$ cat src/psw_serial_regs.svh
`ifndef PSW_SERIAL_REGS_SVH
`define PSW_SERIAL_REGS_SVH
// Host-bus clock divide ratio for a driven link clock
`define PSW_DIV_RATIO 36
// Divider count at which the driven link clock rises and falls
`define PSW_DIV_RISE 6'h11
`define PSW_DIV_FALL 6'h23
// Default width of one power-control setting
`define PSW_SET_WIDTH 8
// Pin synchroniser inputs: reset, suspend, clock select, link clock, clkrun
`define PSW_SYNC_N 5
`endif

$ cat src/psw_serial_pkg.sv
package psw_serial_pkg;
  typedef enum logic [1:0] {
    PSW_IDLE = 2'b00,
    PSW_SHIFT = 2'b01,
    PSW_LATCH = 2'b10
  } psw_state_t;
endpackage

$ cat src/psw_serial.sv
// Operation
// RL1: Data holds steady at each rising link clock edge, where it is taken.
// RL2: The link clock pin is an input after reset, driven only when selected.
// RL3: A driven link clock is the host-bus clock divided by thirty-six.
// RL4: An outside link clock source keeps it at or below two megahertz.
// RL5: Settings go to the switch one bit at a time on the data output.
// RL6: The latch output tells the switch that the shifted data is valid.
// RL7: Host reset outside suspend floats outputs, clears state, stops work.
// RL8: After host reset is released the block starts from its default state.
// RL9: In suspend, host reset floats the outputs but keeps the stored state.
// RL10: All host-bus inputs are sampled on the rising host-bus clock edge.
// RL11: A clkrun stop request is refused by holding the clock while busy.
// RL12: The host-bus clock supplied is no faster than thirty-three megahertz.
// RL13: Data moves only on a link clock fall; latch follows the last bit.
`include "psw_serial_regs.svh"
module psw_serial #(
  parameter int SET_W = `PSW_SET_WIDTH
) (
  // Clock, reset, enable
  input wire logic clock,
  input wire logic rst_b,
  input wire logic clk_en,
  // Host-bus system pins
  input wire logic host_bus_reset_n,
  input wire logic suspend_mode,
  input wire logic switch_clock_output_select,
  input wire logic clkrun_n_i,
  output logic clkrun_n_o,
  output logic clkrun_n_oe,
  // Setting to send
  input wire logic [SET_W-1:0] set_data,
  input wire logic set_valid,
  output logic set_ready,
  // Power switch link
  input wire logic link_clk_i,
  output logic link_clk_o,
  output logic link_clk_oe,
  output logic link_data_o,
  output logic link_data_oe,
  output logic link_latch_o,
  output logic link_latch_oe
);
  import psw_serial_pkg::*;

  localparam int CW = $clog2(SET_W + 1);

  logic rst_meta_q, rst_q;
  logic [`PSW_SYNC_N-1:0] pins_s;
  logic hbr_n_s, susp_s, sel_s, ext_clk_s, clkrun_s;
  logic ext_clk_d1_q;
  logic [5:0] div_q, div_d;
  logic drv_clk_q;
  psw_state_t state_q, state_d;
  logic [SET_W-1:0] shift_q, shift_d;
  logic [CW-1:0] cnt_q, cnt_d;
  logic data_q, data_d, latch_q, latch_d;

  // Reset release through two flops
  always_ff @(posedge clock or negedge rst_b) begin
    if (!rst_b) begin
      rst_meta_q <= 1'b0;
      rst_q <= 1'b0;
    end else begin
      rst_meta_q <= 1'b1;
      rst_q <= rst_meta_q;
    end
  end

  // Pins pass two flops before use
  psw_sync #(.N(`PSW_SYNC_N)) u_sync (
    .clock(clock),
    .rst_b(rst_q),
    .clk_en(clk_en),
    .d({clkrun_n_i, link_clk_i, switch_clock_output_select, suspend_mode,
        host_bus_reset_n}),
    .q(pins_s)
  ); // RL10

  assign hbr_n_s = pins_s[0];
  assign susp_s = pins_s[1];
  assign sel_s = pins_s[2];
  assign ext_clk_s = pins_s[3];
  assign clkrun_s = pins_s[4];

  // Host reset outside suspend clears state; any host reset floats pins
  wire hb_clear = !hbr_n_s && !susp_s; // RL7
  wire hb_float = !hbr_n_s; // RL7 RL9

  // Divider for the driven link clock
  wire div_last = div_q == 6'(`PSW_DIV_RATIO - 1);
  assign div_d = div_last ? 6'h00 : div_q + 6'h01; // RL3
  wire drv_rise = sel_s && div_q == `PSW_DIV_RISE;
  wire drv_fall = sel_s && div_q == `PSW_DIV_FALL;

  // Edges of the outside link clock
  wire ext_rise = !sel_s && ext_clk_s && !ext_clk_d1_q;
  wire ext_fall = !sel_s && !ext_clk_s && ext_clk_d1_q;
  wire link_fall = drv_fall || ext_fall; // RL13
  wire link_rise = drv_rise || ext_rise; // RL1

  wire idle = state_q == PSW_IDLE;
  wire take = idle && set_valid && set_ready;

  always_comb begin
    state_d = state_q;
    shift_d = shift_q;
    cnt_d = cnt_q;
    data_d = data_q;
    latch_d = latch_q;
    unique case (state_q)
      PSW_IDLE: begin
        if (take) begin
          shift_d = set_data;
          cnt_d = '0;
          state_d = PSW_SHIFT;
        end
      end
      PSW_SHIFT: begin
        if (link_fall) begin
          if (cnt_q == CW'(SET_W)) begin
            latch_d = 1'b1; // RL6 RL13
            state_d = PSW_LATCH;
          end else begin
            data_d = shift_q[SET_W-1]; // RL5 RL13
            shift_d = {shift_q[SET_W-2:0], 1'b0};
            cnt_d = cnt_q + CW'(1);
          end
        end
      end
      PSW_LATCH: begin
        if (link_fall) begin
          latch_d = 1'b0;
          state_d = PSW_IDLE;
        end
      end
      default: state_d = PSW_IDLE;
    endcase
  end

  always_ff @(posedge clock or negedge rst_q) begin
    if (!rst_q) begin
      state_q <= PSW_IDLE;
      shift_q <= '0;
      cnt_q <= '0;
      data_q <= 1'b0;
      latch_q <= 1'b0;
      div_q <= 6'h00;
      drv_clk_q <= 1'b0;
      ext_clk_d1_q <= 1'b0;
    end else if (clk_en) begin
      if (hb_clear) begin // RL7 RL8
        state_q <= PSW_IDLE;
        shift_q <= '0;
        cnt_q <= '0;
        data_q <= 1'b0;
        latch_q <= 1'b0;
        div_q <= 6'h00;
        drv_clk_q <= 1'b0;
        ext_clk_d1_q <= 1'b0;
      end else begin // RL9
        state_q <= state_d;
        shift_q <= shift_d;
        cnt_q <= cnt_d;
        data_q <= data_d;
        latch_q <= latch_d;
        div_q <= sel_s ? div_d : 6'h00;
        if (drv_rise) drv_clk_q <= 1'b1; // RL3
        else if (drv_fall || !sel_s) drv_clk_q <= 1'b0;
        ext_clk_d1_q <= ext_clk_s;
      end
    end
  end

  // Registered pin drivers
  always_ff @(posedge clock or negedge rst_q) begin
    if (!rst_q) begin
      link_clk_o <= 1'b0;
      link_clk_oe <= 1'b0;
      link_data_o <= 1'b0;
      link_data_oe <= 1'b0;
      link_latch_o <= 1'b0;
      link_latch_oe <= 1'b0;
      clkrun_n_o <= 1'b0;
      clkrun_n_oe <= 1'b0;
      set_ready <= 1'b0;
    end else if (clk_en) begin
      link_clk_o <= drv_clk_q;
      link_clk_oe <= sel_s && !hb_float; // RL2
      link_data_o <= data_q;
      link_data_oe <= !hb_float; // RL7 RL9
      link_latch_o <= latch_q;
      link_latch_oe <= !hb_float;
      clkrun_n_o <= 1'b0;
      clkrun_n_oe <= clkrun_s && !idle && !hb_float; // RL11
      set_ready <= idle && !take && !hb_float;
    end
  end
endmodule // psw_serial

$ cat src/psw_sync.sv
module psw_sync #(
  parameter int N = 1
) (
  // Clock and reset
  input wire logic clock,
  input wire logic rst_b,
  input wire logic clk_en,
  // Asynchronous levels in, synchronised levels out
  input wire logic [N-1:0] d,
  output logic [N-1:0] q
);
  genvar i;
  generate
    for (i = 0; i < N; i++) begin : g_bit
      logic meta_q;
      logic sync_q;
      always_ff @(posedge clock or negedge rst_b) begin
        if (!rst_b) begin
          meta_q <= 1'b0;
          sync_q <= 1'b0;
        end else if (clk_en) begin
          meta_q <= d[i];
          sync_q <= meta_q;
        end
      end
      assign q[i] = sync_q;
    end
  endgenerate
endmodule // psw_sync

$ cat config.mk
export PLATFORM = sky130hd
export DESIGN_NAME = psw_serial
export DESIGN_NICKNAME = d
export VERILOG_FILES = /design/src/psw_serial_pkg.sv /design/src/psw_serial.sv /design/src/psw_sync.sv
export VERILOG_INCLUDE_DIRS = /design/src
export SDC_FILE = /design/constraint.sdc
export NUM_CORES = 1
export LEC_CHECK = 0
export BUFFER_PORTS_ARGS = -buffer_cell sky130_fd_sc_hd__buf_4
export CAP_MARGIN = 15
export CORE_MARGIN = 5
export CORE_UTILIZATION = 60
export CTS_CLUSTER_SIZE = 25
export DETAILED_ROUTE_END_ITERATION = 8
export PLACE_DENSITY = 0.81
export SKIP_CTS_REPAIR_TIMING = 1
export SLEW_MARGIN = 20
export SYNTH_ARGS = -nofsm -noshare
export SYNTH_HDL_FRONTEND = slang
export SYNTH_SLANG_ARGS = --single-unit
$ cat constraint.sdc
create_clock -name clock -period 2.45 [get_ports clock]
set_input_delay 0.3675 -clock clock [delete_from_list [all_inputs] [get_ports clock]]
set_output_delay 0.3675 -clock clock [all_outputs]
set_load 0.02 [all_outputs]
==> metrics.log, run 1 <==
[metrics] crit path capture type: flop
[metrics] share of cells above drive strength 1: 0.280
[metrics] number of buffers on the longest clock path: 2
[metrics] Max Fclk: 465 MHz
[metrics] Combinational Power Share: 0.307
[metrics] detailed-route wire length per cell: approximately 17 µm
[metrics] kind of critical path: reg -> reg
[metrics] total via count after detailed routing: 1556
[metrics] buffers added on ports: 24
[metrics] total of warnings raised by yosys: 0
[metrics] area post-placement: 0.00235 mm²
[metrics] master of the slowest instance on the critical path: sky130_fd_sc_hd__o211a_1
[metrics] Max Cap Viol: 0
[metrics] total clock buffers created by CTS: 5
[metrics] final routed DRC violation total: 0
[metrics] Rel. slew slack: 0.648
[metrics] summed negative setup slack over all endpoints: 0 ns
[metrics] required time worst endpoint: 2.71 ns
[metrics] largest fanout on the critical path: 11
[metrics] hold slack: 0.214 ns
[metrics] commonest non-fill, non-tap cell in the layout: sky130_fd_sc_hd__dfrtp_1
[metrics] boundary pin count: 26
[metrics] TritonCTS clock tree: done
[metrics] top cell type by total area after synthesis: sky130_fd_sc_hd__dfrtp_1
[metrics] CTS Root Buffer Type: sky130_fd_sc_hd__clkbuf_4
[metrics] clk slew on worst S/H paths: 0.13 ns
[metrics] internal power of the cells: ~1.4 mW
[metrics] Syn Area/Cell: 11.1 µm²
[metrics] die extent in y: 69.6 µm
[metrics] core area: approximately 0.0034 mm²
[metrics] post-synthesis sequential area ratio: 0.506
[metrics] number of standard cells after synthesis: ~190
[metrics] Hold Path Class: in -> reg
[metrics] total net switching power: 0.707 mW
[metrics] syn_nets: 212
[metrics] fraction of the cycle the final worst path needs: 0.877
[metrics] setup repair after global routing missed its margin: false
[metrics] count of unique library cells instantiated by Yosys: 43
[metrics] share of async-settable or async-resettable flops after synthesis: 1.00
[metrics] PwrDens: slightly below 900 mW/mm²
[metrics] weighted congestion at the end of routability-driven global placement: 0.843
[metrics] number of sinks driven by the clock tree: 43
[metrics] layout net count: 238
[metrics] slew at the pin closest to its max-slew limit: between 0.5 and 0.6 ns
[metrics] Finished Cell Area: 0.00245 mm²
[metrics] final critical-path required period: 2.15 ns
[metrics] initial standard-cell utilization of the core: 0.628
[metrics] Die Wd: 69.6 µm
[metrics] clock skew after layout: 0.00939 ns
[metrics] static power due to leakage: approximately 1.1 nW
[metrics] Remaining Overflow, GRT: 0
[metrics] DIE AREA: 0.00484 mm²
[metrics] fraction of power consumed by the clock network: 0.233
[metrics] source-to-sink clock delay at the later pin of the worst-skew pair: 0.38 ns
[metrics] maximum number of pins on one net before global-route repair: 42
[metrics] starting DRC count in detailed routing: 141
[metrics] CTS H-tree lvls: 2
[metrics] first-pass GRT wire length: 7750 µm
[metrics] Area contributors post-synth: sky130_fd_sc_hd__dfrtp_1, sky130_fd_sc_hd__mux2_2, sky130_fd_sc_hd__mux2_4
[metrics] Worst Path Arrival: around 2.4 ns
[metrics] count of final max-slew check failures: 0
[metrics] final hold violation count: 0
[metrics] signed area change from the synthesized netlist to the final layout: 14.9%
[metrics] vias in the first global route: between 1500 and 2000
[metrics] commonest cells after routing, fill and taps aside: sky130_fd_sc_hd__dfrtp_1, sky130_fd_sc_hd__buf_4, sky130_fd_sc_hd__nand2_1, sky130_fd_sc_hd__mux2_2, sky130_fd_sc_hd__inv_1
[metrics] All-Layer GR Usage: 0.203
[metrics] ratio of routed vias to standard cells: between 5 and 6
[metrics] share of the synthesized area in the top cell type: 0.506
[metrics] CP startpoint kind: flop
[metrics] number of storage elements in the synthesis netlist: 43
[metrics] netlist area before placement: 0.00213 mm²
[metrics] Crit path largest cell delay: 0.48 ns
[metrics] iteration count of the initial detailed-routing pass: 4
[metrics] row count: 21
[metrics] total wire length after detailed routing: 4440 µm
[metrics] detailed placer's ending HPWL: 3140 µm
[metrics] setup violators final: 0
[metrics] dominant delay contributor by cell family on the critical path: simple AND/OR/NAND/NOR gates
[metrics] run status: complete, no violations
[metrics] antenna violations before repair: 0
[metrics] number of nets with antenna violations after routing: 0
[metrics] Most used DFF post-synth: sky130_fd_sc_hd__dfrtp_1
[metrics] Antenna Diode Count: 0
[metrics] IR drop worst, VDD: 0.602 mV
[metrics] CP Cell Sequence: ha_1 > nor4b_4 > and4_1 > o211a_1 > mux2_1
[metrics] sequential share of power: 0.460
[metrics] switching share of total power: 0.333
[metrics] Buffers & Inverters on Critical Path: 0
[metrics] Post-synth EDFFs: 0
-- sequential cells by signal, indices dropped and copies added (netlist names), 2 cells and up --
| register | count |
|---|---|
| shift_q | 8 |
| u_sync.g_bit.sync_q | 5 |
| cnt_q | 4 |
| u_sync.g_bit.meta_q | 5 |
| state_q | 2 |
| div_q | 6 |
-- cells by family (layout without fill, tap and decap cells) --
logic type	after synthesis	in the layout	share of synthesized area
muxes	24	24	0.137
AOI/OAI and AO/OA	35	35	0.123
adders and majority gates	4	4	0.0235
buffers and inverters	23	50	0.0482
DFF	43	43	0.506
xor gates and xnor gates	4	4	0.0165
and+or+nand+nor	56	56	0.142
other	2	2	0.00353
-- metrics by stage --
step / setup slack (ns) / power (mW) / cells / util
after detailed placement: 0.334 / 1.63 / 255 / 0.692
after CTS: 0.296 / 2.12 / 263 / 0.719
final: 0.301 / 2.12 / 264 / 0.722
after floorplan: 0.635 / 1.45 / 191 / -
after global placement: 0.461 / 1.58 / 255 / 0.692
after global routing: 0.172 / 2.24 / 264 / 0.722
-- routing by layer --
metal	vias up	track usage	part of all wire
met2	35	0.334	0.52
li1	720	-	-
met1	791	0.240	0.41
met3	10	0.0536	0.042
met4	0	0.108	0.027
met5	-	0	0
-- synth_stat cells, drive strengths merged (4+ instances only) --
cell and count:
a21oi 9, ha 4, nand2 23, nor2 8, buf 4, nand3 7, dfrtp 43, nand2b 4
clkbuf 7, inv 12, mux2 23, o21ai 6
-- power by group through the flow --
stage / clock, mW / combinational, mW / sequential (mW)
floorplan: 0 / 0.464 / 0.983
global placement: 0 / 0.614 / 0.968
detailed placement: 0 / 0.647 / 0.981
CTS: 0.497 / 0.652 / 0.971
global route: 0.526 / 0.713 / 0.998
finish: 0.493 / 0.652 / 0.976
-- worst reg2reg max path, cell delays in order, from the launching register on --
cell	delay [ns]
sky130_fd_sc_hd__dfrtp_1	0.44
sky130_fd_sc_hd__ha_1	0.22
sky130_fd_sc_hd__nor4b_4	0.28
sky130_fd_sc_hd__and4_1	0.24
sky130_fd_sc_hd__o211a_1	0.48
sky130_fd_sc_hd__mux2_1	0.38
-- final cells by class --
type | count | area (µm²)
Clock inverter | 2 | 38.8
Inverter | 12 | 45.0
Fill cell | 234 | 943
Sequential cell | 43 | 1080
Multi-Input combinational cell | 125 | 950
Clock buffer | 6 | 51.3
Tap cell | 46 | 57.6
Timing Repair Buffer | 30 | 228
-- worst paths after layout --
| kind | cells past startpoint | slack, ns | endpoint | startpoint |
|---|---|---|---|---|
| hold / removal | 2 | 0.21 | u_sync.g_bit[2].meta_q | switch_clock_output_select |
| max in group asynchronous | 1 | 1.78 | div_q[3] | rst_q |
| setup reg to reg | 5 | 0.30 | shift_q[1] | div_q[0] |
| setup / recovery | 5 | 0.30 | shift_q[1] | div_q[0] |
| min in group asynchronous | 2 | 0.30 | rst_meta_q | rst_b |
| hold reg to reg | 1 | 0.31 | link_latch_o | rst_q |
(Power assumes the default switching activity.)
==> inputs of run 2 (changes only) <==
--- a/config.mk
+++ b/config.mk
@@ -10,6 +10,7 @@
 export CAP_MARGIN = 15
 export CORE_MARGIN = 5
 export CORE_UTILIZATION = 60
+export CTS_BUF_LIST = sky130_fd_sc_hd__clkbuf_16
 export CTS_CLUSTER_SIZE = 25
 export DETAILED_ROUTE_END_ITERATION = 8
 export PLACE_DENSITY = 0.81
==> metrics.log, run 2 (synthesized netlist as in run 1, its figures left out) <==
[metrics] run status: complete, no violations
[metrics] clock skew after layout: between 0.004 and 0.005 ns
[metrics] hold slack: ~0.31 ns
[metrics] antenna violations before repair: 0
[metrics] PwrDens: 941 mW/mm²
[metrics] final critical-path required period: around 2.1 ns
[metrics] worst reg2reg startpoint: div_q[0]
[metrics] largest fanout on the critical path: 11
[metrics] Reg2Reg Setup Slack: 0.32 ns
[metrics] setup repair after global routing missed its margin: false
[metrics] reg2reg path depth: 5
[metrics] final hold violation count: 0
[metrics] iteration count of the initial detailed-routing pass: 4
[metrics] commonest cells after routing, fill and taps aside: sky130_fd_sc_hd__dfrtp_1, sky130_fd_sc_hd__buf_4, sky130_fd_sc_hd__nand2_1, sky130_fd_sc_hd__mux2_2, sky130_fd_sc_hd__inv_1
[metrics] CTS Root Buffer Type: sky130_fd_sc_hd__clkbuf_16
[metrics] total via count after detailed routing: 1564
[metrics] detailed placer's ending HPWL: approximately 3100 µm
[metrics] Remaining Overflow, GRT: 0
[metrics] ratio of routed vias to standard cells: between 5 and 6
[metrics] IR drop worst, VDD: 0.552 mV
[metrics] layout net count: 238
[metrics] number of sinks driven by the clock tree: 43
[metrics] slew at the pin closest to its max-slew limit: 0.509 ns
[metrics] Antenna Diode Count: 0
[metrics] setup violators final: 0
[metrics] source-to-sink clock delay at the later pin of the worst-skew pair: 0.29 ns
[metrics] first-pass GRT wire length: between 7000 and 8000 µm
[metrics] core area: 0.00339 mm²
[metrics] boundary pin count: 26
[metrics] total wire length after detailed routing: 4430 µm
[metrics] starting DRC count in detailed routing: 138
[metrics] row count: 21
[metrics] DIE AREA: 0.00484 mm²
[metrics] vias in the first global route: about 1700
[metrics] number of cells in the finished layout apart from fillers: ~260
[metrics] buffers added on ports: 24
[metrics] endpoint of the lowest-slack register-to-register path: shift_q[1]
[metrics] register with the most flip-flops: shift_q
[metrics] commonest non-fill, non-tap cell in the layout: sky130_fd_sc_hd__dfrtp_1
[metrics] registers with the most flip-flops: shift_q: 8 flops, div_q: 6 flops
[metrics] fraction of the cycle the final worst path needs: 0.870
[metrics] crit path capture type: flop
[metrics] All-Layer GR Usage: 0.205
[metrics] CP Cell Sequence: ha_1 > nor4b_4 > and4_1 > o211a_1 > mux2_1
[metrics] Crit path largest cell delay: 0.47 ns
[metrics] Rel. slew slack: 0.661
[metrics] number of nets with antenna violations after routing: 0
[metrics] CTS H-tree lvls: 2
[metrics] total clock buffers created by CTS: 5
[metrics] number of flip-flops under the largest register name: 8
[metrics] clk slew on worst S/H paths: 0.06 ns
[metrics] final routed DRC violation total: 0
[metrics] weighted congestion at the end of routability-driven global placement: 0.843
[metrics] Die Wd: 69.6 µm
[metrics] kind of critical path: reg -> reg
[metrics] placed insts: between 200 and 300
[metrics] detailed-route wire length per cell: roughly 17 µm
[metrics] signed area change from the synthesized netlist to the final layout: 18.6%
[metrics] summed negative setup slack over all endpoints: 0 ns
[metrics] Max Fclk: 469 MHz
[metrics] initial standard-cell utilization of the core: 0.628
[metrics] count of final max-slew check failures: 0
[metrics] Hold Path Class: reg -> async
[metrics] layout filler cell count: 226
[metrics] Max Cap Viol: 0
[metrics] master of the slowest instance on the critical path: sky130_fd_sc_hd__o211a_1
[metrics] TritonCTS clock tree: done
[metrics] number of buffers on the longest clock path: 2
[metrics] total power after layout: 2.37 mW
[metrics] required time worst endpoint: 2.61 ns
[metrics] CP startpoint kind: flop
[metrics] maximum number of pins on one net before global-route repair: 42
[metrics] static power due to leakage: 1.16 nW
[metrics] Worst Path Arrival: 2.29 ns
[metrics] share of cells above drive strength 1: 0.275
[metrics] die extent in y: 69.6 µm
## run 2: critical path: cells and delay by family (launching register included)
kind                     cells  cell delay (ns)
AND/OR/NAND/NOR              2             0.52
AO/OA/AOI/OAI                1             0.47
flip-flops                   1             0.42
multiplexers                 1             0.38
adder cells (fa/ha/maj)      1             0.22
## run 2: worst max path at each step
stage | slack [ns] | from | cells past startpoint | end
2_1_floorplan | 0.63 | cnt_q[0] | 7 | shift_q[2]
3_3_place_gp | 0.46 | div_q[0] | 5 | shift_q[1]
3_5_place_dp | 0.33 | div_q[0] | 5 | shift_q[1]
4_1_cts | 0.32 | div_q[0] | 5 | shift_q[1]
5_1_grt | 0.21 | div_q[0] | 5 | shift_q[1]
6_report | 0.32 | div_q[0] | 5 | shift_q[1]
## run 2: metal layers
metal  share of wire  vias to the layer above  routed length, µm  global-route usage
met2            0.50                       46               2230               0.335
li1                -                      720                  -                   -
met4           0.030                        0                133              0.0976
met3           0.050                       14                222              0.0667
met5               0                        -                  0                   0
met1            0.42                      784               1850               0.244
## run 2: power breakdown
group          total, mW  internal (mW)  switching [mW]
sequential         0.980          0.851           0.129
combinational      0.649          0.319           0.330
clock              0.744          0.480           0.264
## run 2: stage by stage
stage                     cell area, µm²   util  setup slack, ns
after floorplan                     2130      -            0.635
after global placement              2350  0.692            0.461
after detailed placement            2350  0.692            0.334
after CTS                           2510  0.742            0.322
after global routing                2520  0.745            0.211
final                               2520  0.745            0.319
## run 2: layout make-up
| class | instances | area [µm²] | share of cell area |
|---|---|---|---|
| well taps | 46 | 57.6 | 0.0228 |
| clock inverters | 3 | 42.5 | 0.0169 |
| repair buffers | 30 | 228 | 0.0902 |
| flip-flops and latches | 43 | 1080 | 0.426 |
| multi-input cells | 125 | 950 | 0.376 |
| clock buffers | 5 | 125 | 0.0496 |
| inverters | 12 | 45.0 | 0.0178 |
==> inputs of run 3 (changes only) <==
--- a/config.mk
+++ b/config.mk
@@ -13,7 +13,9 @@
 export CTS_BUF_LIST = sky130_fd_sc_hd__clkbuf_16
 export CTS_CLUSTER_SIZE = 25
 export DETAILED_ROUTE_END_ITERATION = 8
+export HOLD_SLACK_MARGIN = 0.1
 export PLACE_DENSITY = 0.81
+export RECOVER_POWER = 100
 export SKIP_CTS_REPAIR_TIMING = 1
 export SLEW_MARGIN = 20
 export SYNTH_ARGS = -nofsm -noshare
==> metrics.log, run 3 (synthesized netlist as in run 1, its figures left out) <==
[metrics] CP startpoint kind: input port
[metrics] DIE AREA: 0.00484 mm²
[metrics] layout net count: 238
[metrics] initial standard-cell utilization of the core: 0.628
[metrics] Die Wd: between 60 and 70 µm
[metrics] iteration count of the initial detailed-routing pass: 4
[metrics] Antenna Diode Count: 0
[metrics] number of nets with antenna violations after routing: 0
[metrics] detailed-route wire length per cell: 16.9 µm
[metrics] detailed placer's ending HPWL: 3140 µm
[metrics] worst reg2reg startpoint: state_q[1]
[metrics] total via count after detailed routing: approximately 1600
[metrics] antenna violations before repair: 0
[metrics] row count: 21
[metrics] kind of critical path: in -> reg
[metrics] reg2reg path depth: 4
[metrics] final critical-path required period: 2.10 ns
[metrics] registers with the most flip-flops: shift_q: 8 flops, div_q: 6 flops
[metrics] PwrDens: 936 mW/mm²
[metrics] setup violators final: 0
[metrics] summed negative setup slack over all endpoints: 0 ns
[metrics] final hold violation count: 0
[metrics] core area: 0.00339 mm²
[metrics] IR drop worst, VDD: 0.545 mV
[metrics] number of sinks driven by the clock tree: 43
[metrics] crit path capture type: flop
[metrics] largest fanout on the critical path: 26
[metrics] clk slew on worst S/H paths: 0.06 ns
[metrics] Reg2Reg Setup Slack: between 0.3 and 0.4 ns
[metrics] starting DRC count in detailed routing: 100
[metrics] source-to-sink clock delay at the later pin of the worst-skew pair: about 0.29 ns
[metrics] run status: complete, no violations
[metrics] All-Layer GR Usage: 0.205
[metrics] CTS H-tree lvls: 2
[metrics] Hold Path Class: in -> reg
[metrics] required time worst endpoint: approximately 2.6 ns
[metrics] signed area change from the synthesized netlist to the final layout: 15.2%
[metrics] Setup WS post-layout: roughly 0.35 ns
[metrics] fraction of the cycle the final worst path needs: 0.858
[metrics] layout filler cell count: 248
[metrics] register with the most flip-flops: shift_q
[metrics] clock skew after layout: 0.00396 ns
[metrics] first-pass GRT wire length: 7890 µm
[metrics] final routed DRC violation total: 0
[metrics] Setup Slack @ Placement: 0.334 ns
[metrics] ratio of routed vias to standard cells: 5.94
[metrics] Max Fclk: about 480 MHz
[metrics] Remaining Overflow, GRT: 0
[metrics] commonest non-fill, non-tap cell in the layout: sky130_fd_sc_hd__dfrtp_1
[metrics] Max Cap Viol: 0
[metrics] share of cells above drive strength 1: 0.188
[metrics] TritonCTS clock tree: done
[metrics] number of flip-flops under the largest register name: 8
[metrics] static power due to leakage: 1.10 nW
[metrics] boundary pin count: 26
[metrics] slew at the pin closest to its max-slew limit: approximately 1.2 ns
[metrics] weighted congestion at the end of routability-driven global placement: 0.843
[metrics] number of buffers on the longest clock path: 2
[metrics] vias in the first global route: 1657
[metrics] die extent in y: 69.6 µm
[metrics] CTS Root Buffer Type: sky130_fd_sc_hd__clkbuf_16
[metrics] endpoint of the lowest-slack register-to-register path: shift_q[3]
[metrics] startpoint of the lowest-slack hold path: link_clk_i
[metrics] total wire length after detailed routing: roughly 4500 µm
[metrics] count of final max-slew check failures: 0
[metrics] Worst Path Arrival: between 2 and 2.5 ns
[metrics] commonest cells after routing, fill and taps aside: sky130_fd_sc_hd__dfrtp_1, sky130_fd_sc_hd__nand2_1, sky130_fd_sc_hd__buf_4, sky130_fd_sc_hd__mux2_2, sky130_fd_sc_hd__inv_1
[metrics] cell count of the worst hold path: 2
[metrics] buffers added on ports: 24
[metrics] setup repair after global routing missed its margin: false
[metrics] endpoint of the worst hold-timing path: u_sync.g_bit[3].meta_q
[metrics] Rel. slew slack: 0.216
[metrics] maximum number of pins on one net before global-route repair: between 40 and 50
[metrics] total clock buffers created by CTS: 5
[run 3: cell type report]
| class | count | area [µm²] | area share |
|---|---|---|---|
| Inverter | 12 | 45.0 | 0.0184 |
| Tap cell | 46 | 57.6 | 0.0235 |
| Clock inverter | 3 | 42.5 | 0.0174 |
| Clock buffer | 5 | 125 | 0.0510 |
| Timing Repair Buffer | 30 | 184 | 0.0750 |
| Sequential cell | 43 | 1080 | 0.439 |
| Multi-Input combinational cell | 125 | 921 | 0.376 |
[run 3: how the worst max path moves through the flow]
| stage | start | end | slack (ns) | cells after the start |
|---|---|---|---|---|
| final | clk_en | div_q[5] | 0.35 | 6 |
| after global routing | clk_en | div_q[5] | 0.18 | 6 |
| after CTS | div_q[0] | shift_q[1] | 0.32 | 5 |
| after detailed placement | div_q[0] | shift_q[1] | 0.33 | 5 |
| after global placement | div_q[0] | shift_q[1] | 0.46 | 5 |
| after floorplan | cnt_q[0] | shift_q[2] | 0.63 | 7 |
[run 3: report_power, final]
group / switching, mW / total [mW] / internal, mW
clock: 0.266 / 0.747 / 0.480
combinational: 0.328 / 0.573 / 0.245
sequential: 0.124 / 0.975 / 0.851
total: 0.719 / 2.29 / 1.58
[run 3: metrics by stage]
step	cell area, µm²	utilization	total power [mW]	hold WS, ns	instances
after floorplan	2130	-	1.45	0.0719	191
after global placement	2350	0.692	1.58	0.150	255
after detailed placement	2350	0.692	1.63	0.153	255
after CTS	2510	0.742	2.39	-0.152	263
after global routing	2450	0.723	2.42	0.313	264
final	2450	0.723	2.29	0.312	264
[run 3: routing by layer]
| metal | GRT usage | share of wire | vias up |
|---|---|---|---|
| met4 | 0.0976 | 0.028 | 0 |
| li1 | - | - | 718 |
| met2 | 0.335 | 0.50 | 41 |
| met1 | 0.244 | 0.41 | 794 |
| met3 | 0.0667 | 0.056 | 14 |
| met5 | 0 | 0 | - |
[run 3: critical path: stages]
cell,delay (ns)
sky130_fd_sc_hd__clkbuf_1,0.31
sky130_fd_sc_hd__clkbuf_1,0.92
sky130_fd_sc_hd__nand4_1,0.28
sky130_fd_sc_hd__nor2_1,0.21
sky130_fd_sc_hd__xnor2_1,0.13
sky130_fd_sc_hd__nor2_1,0.05
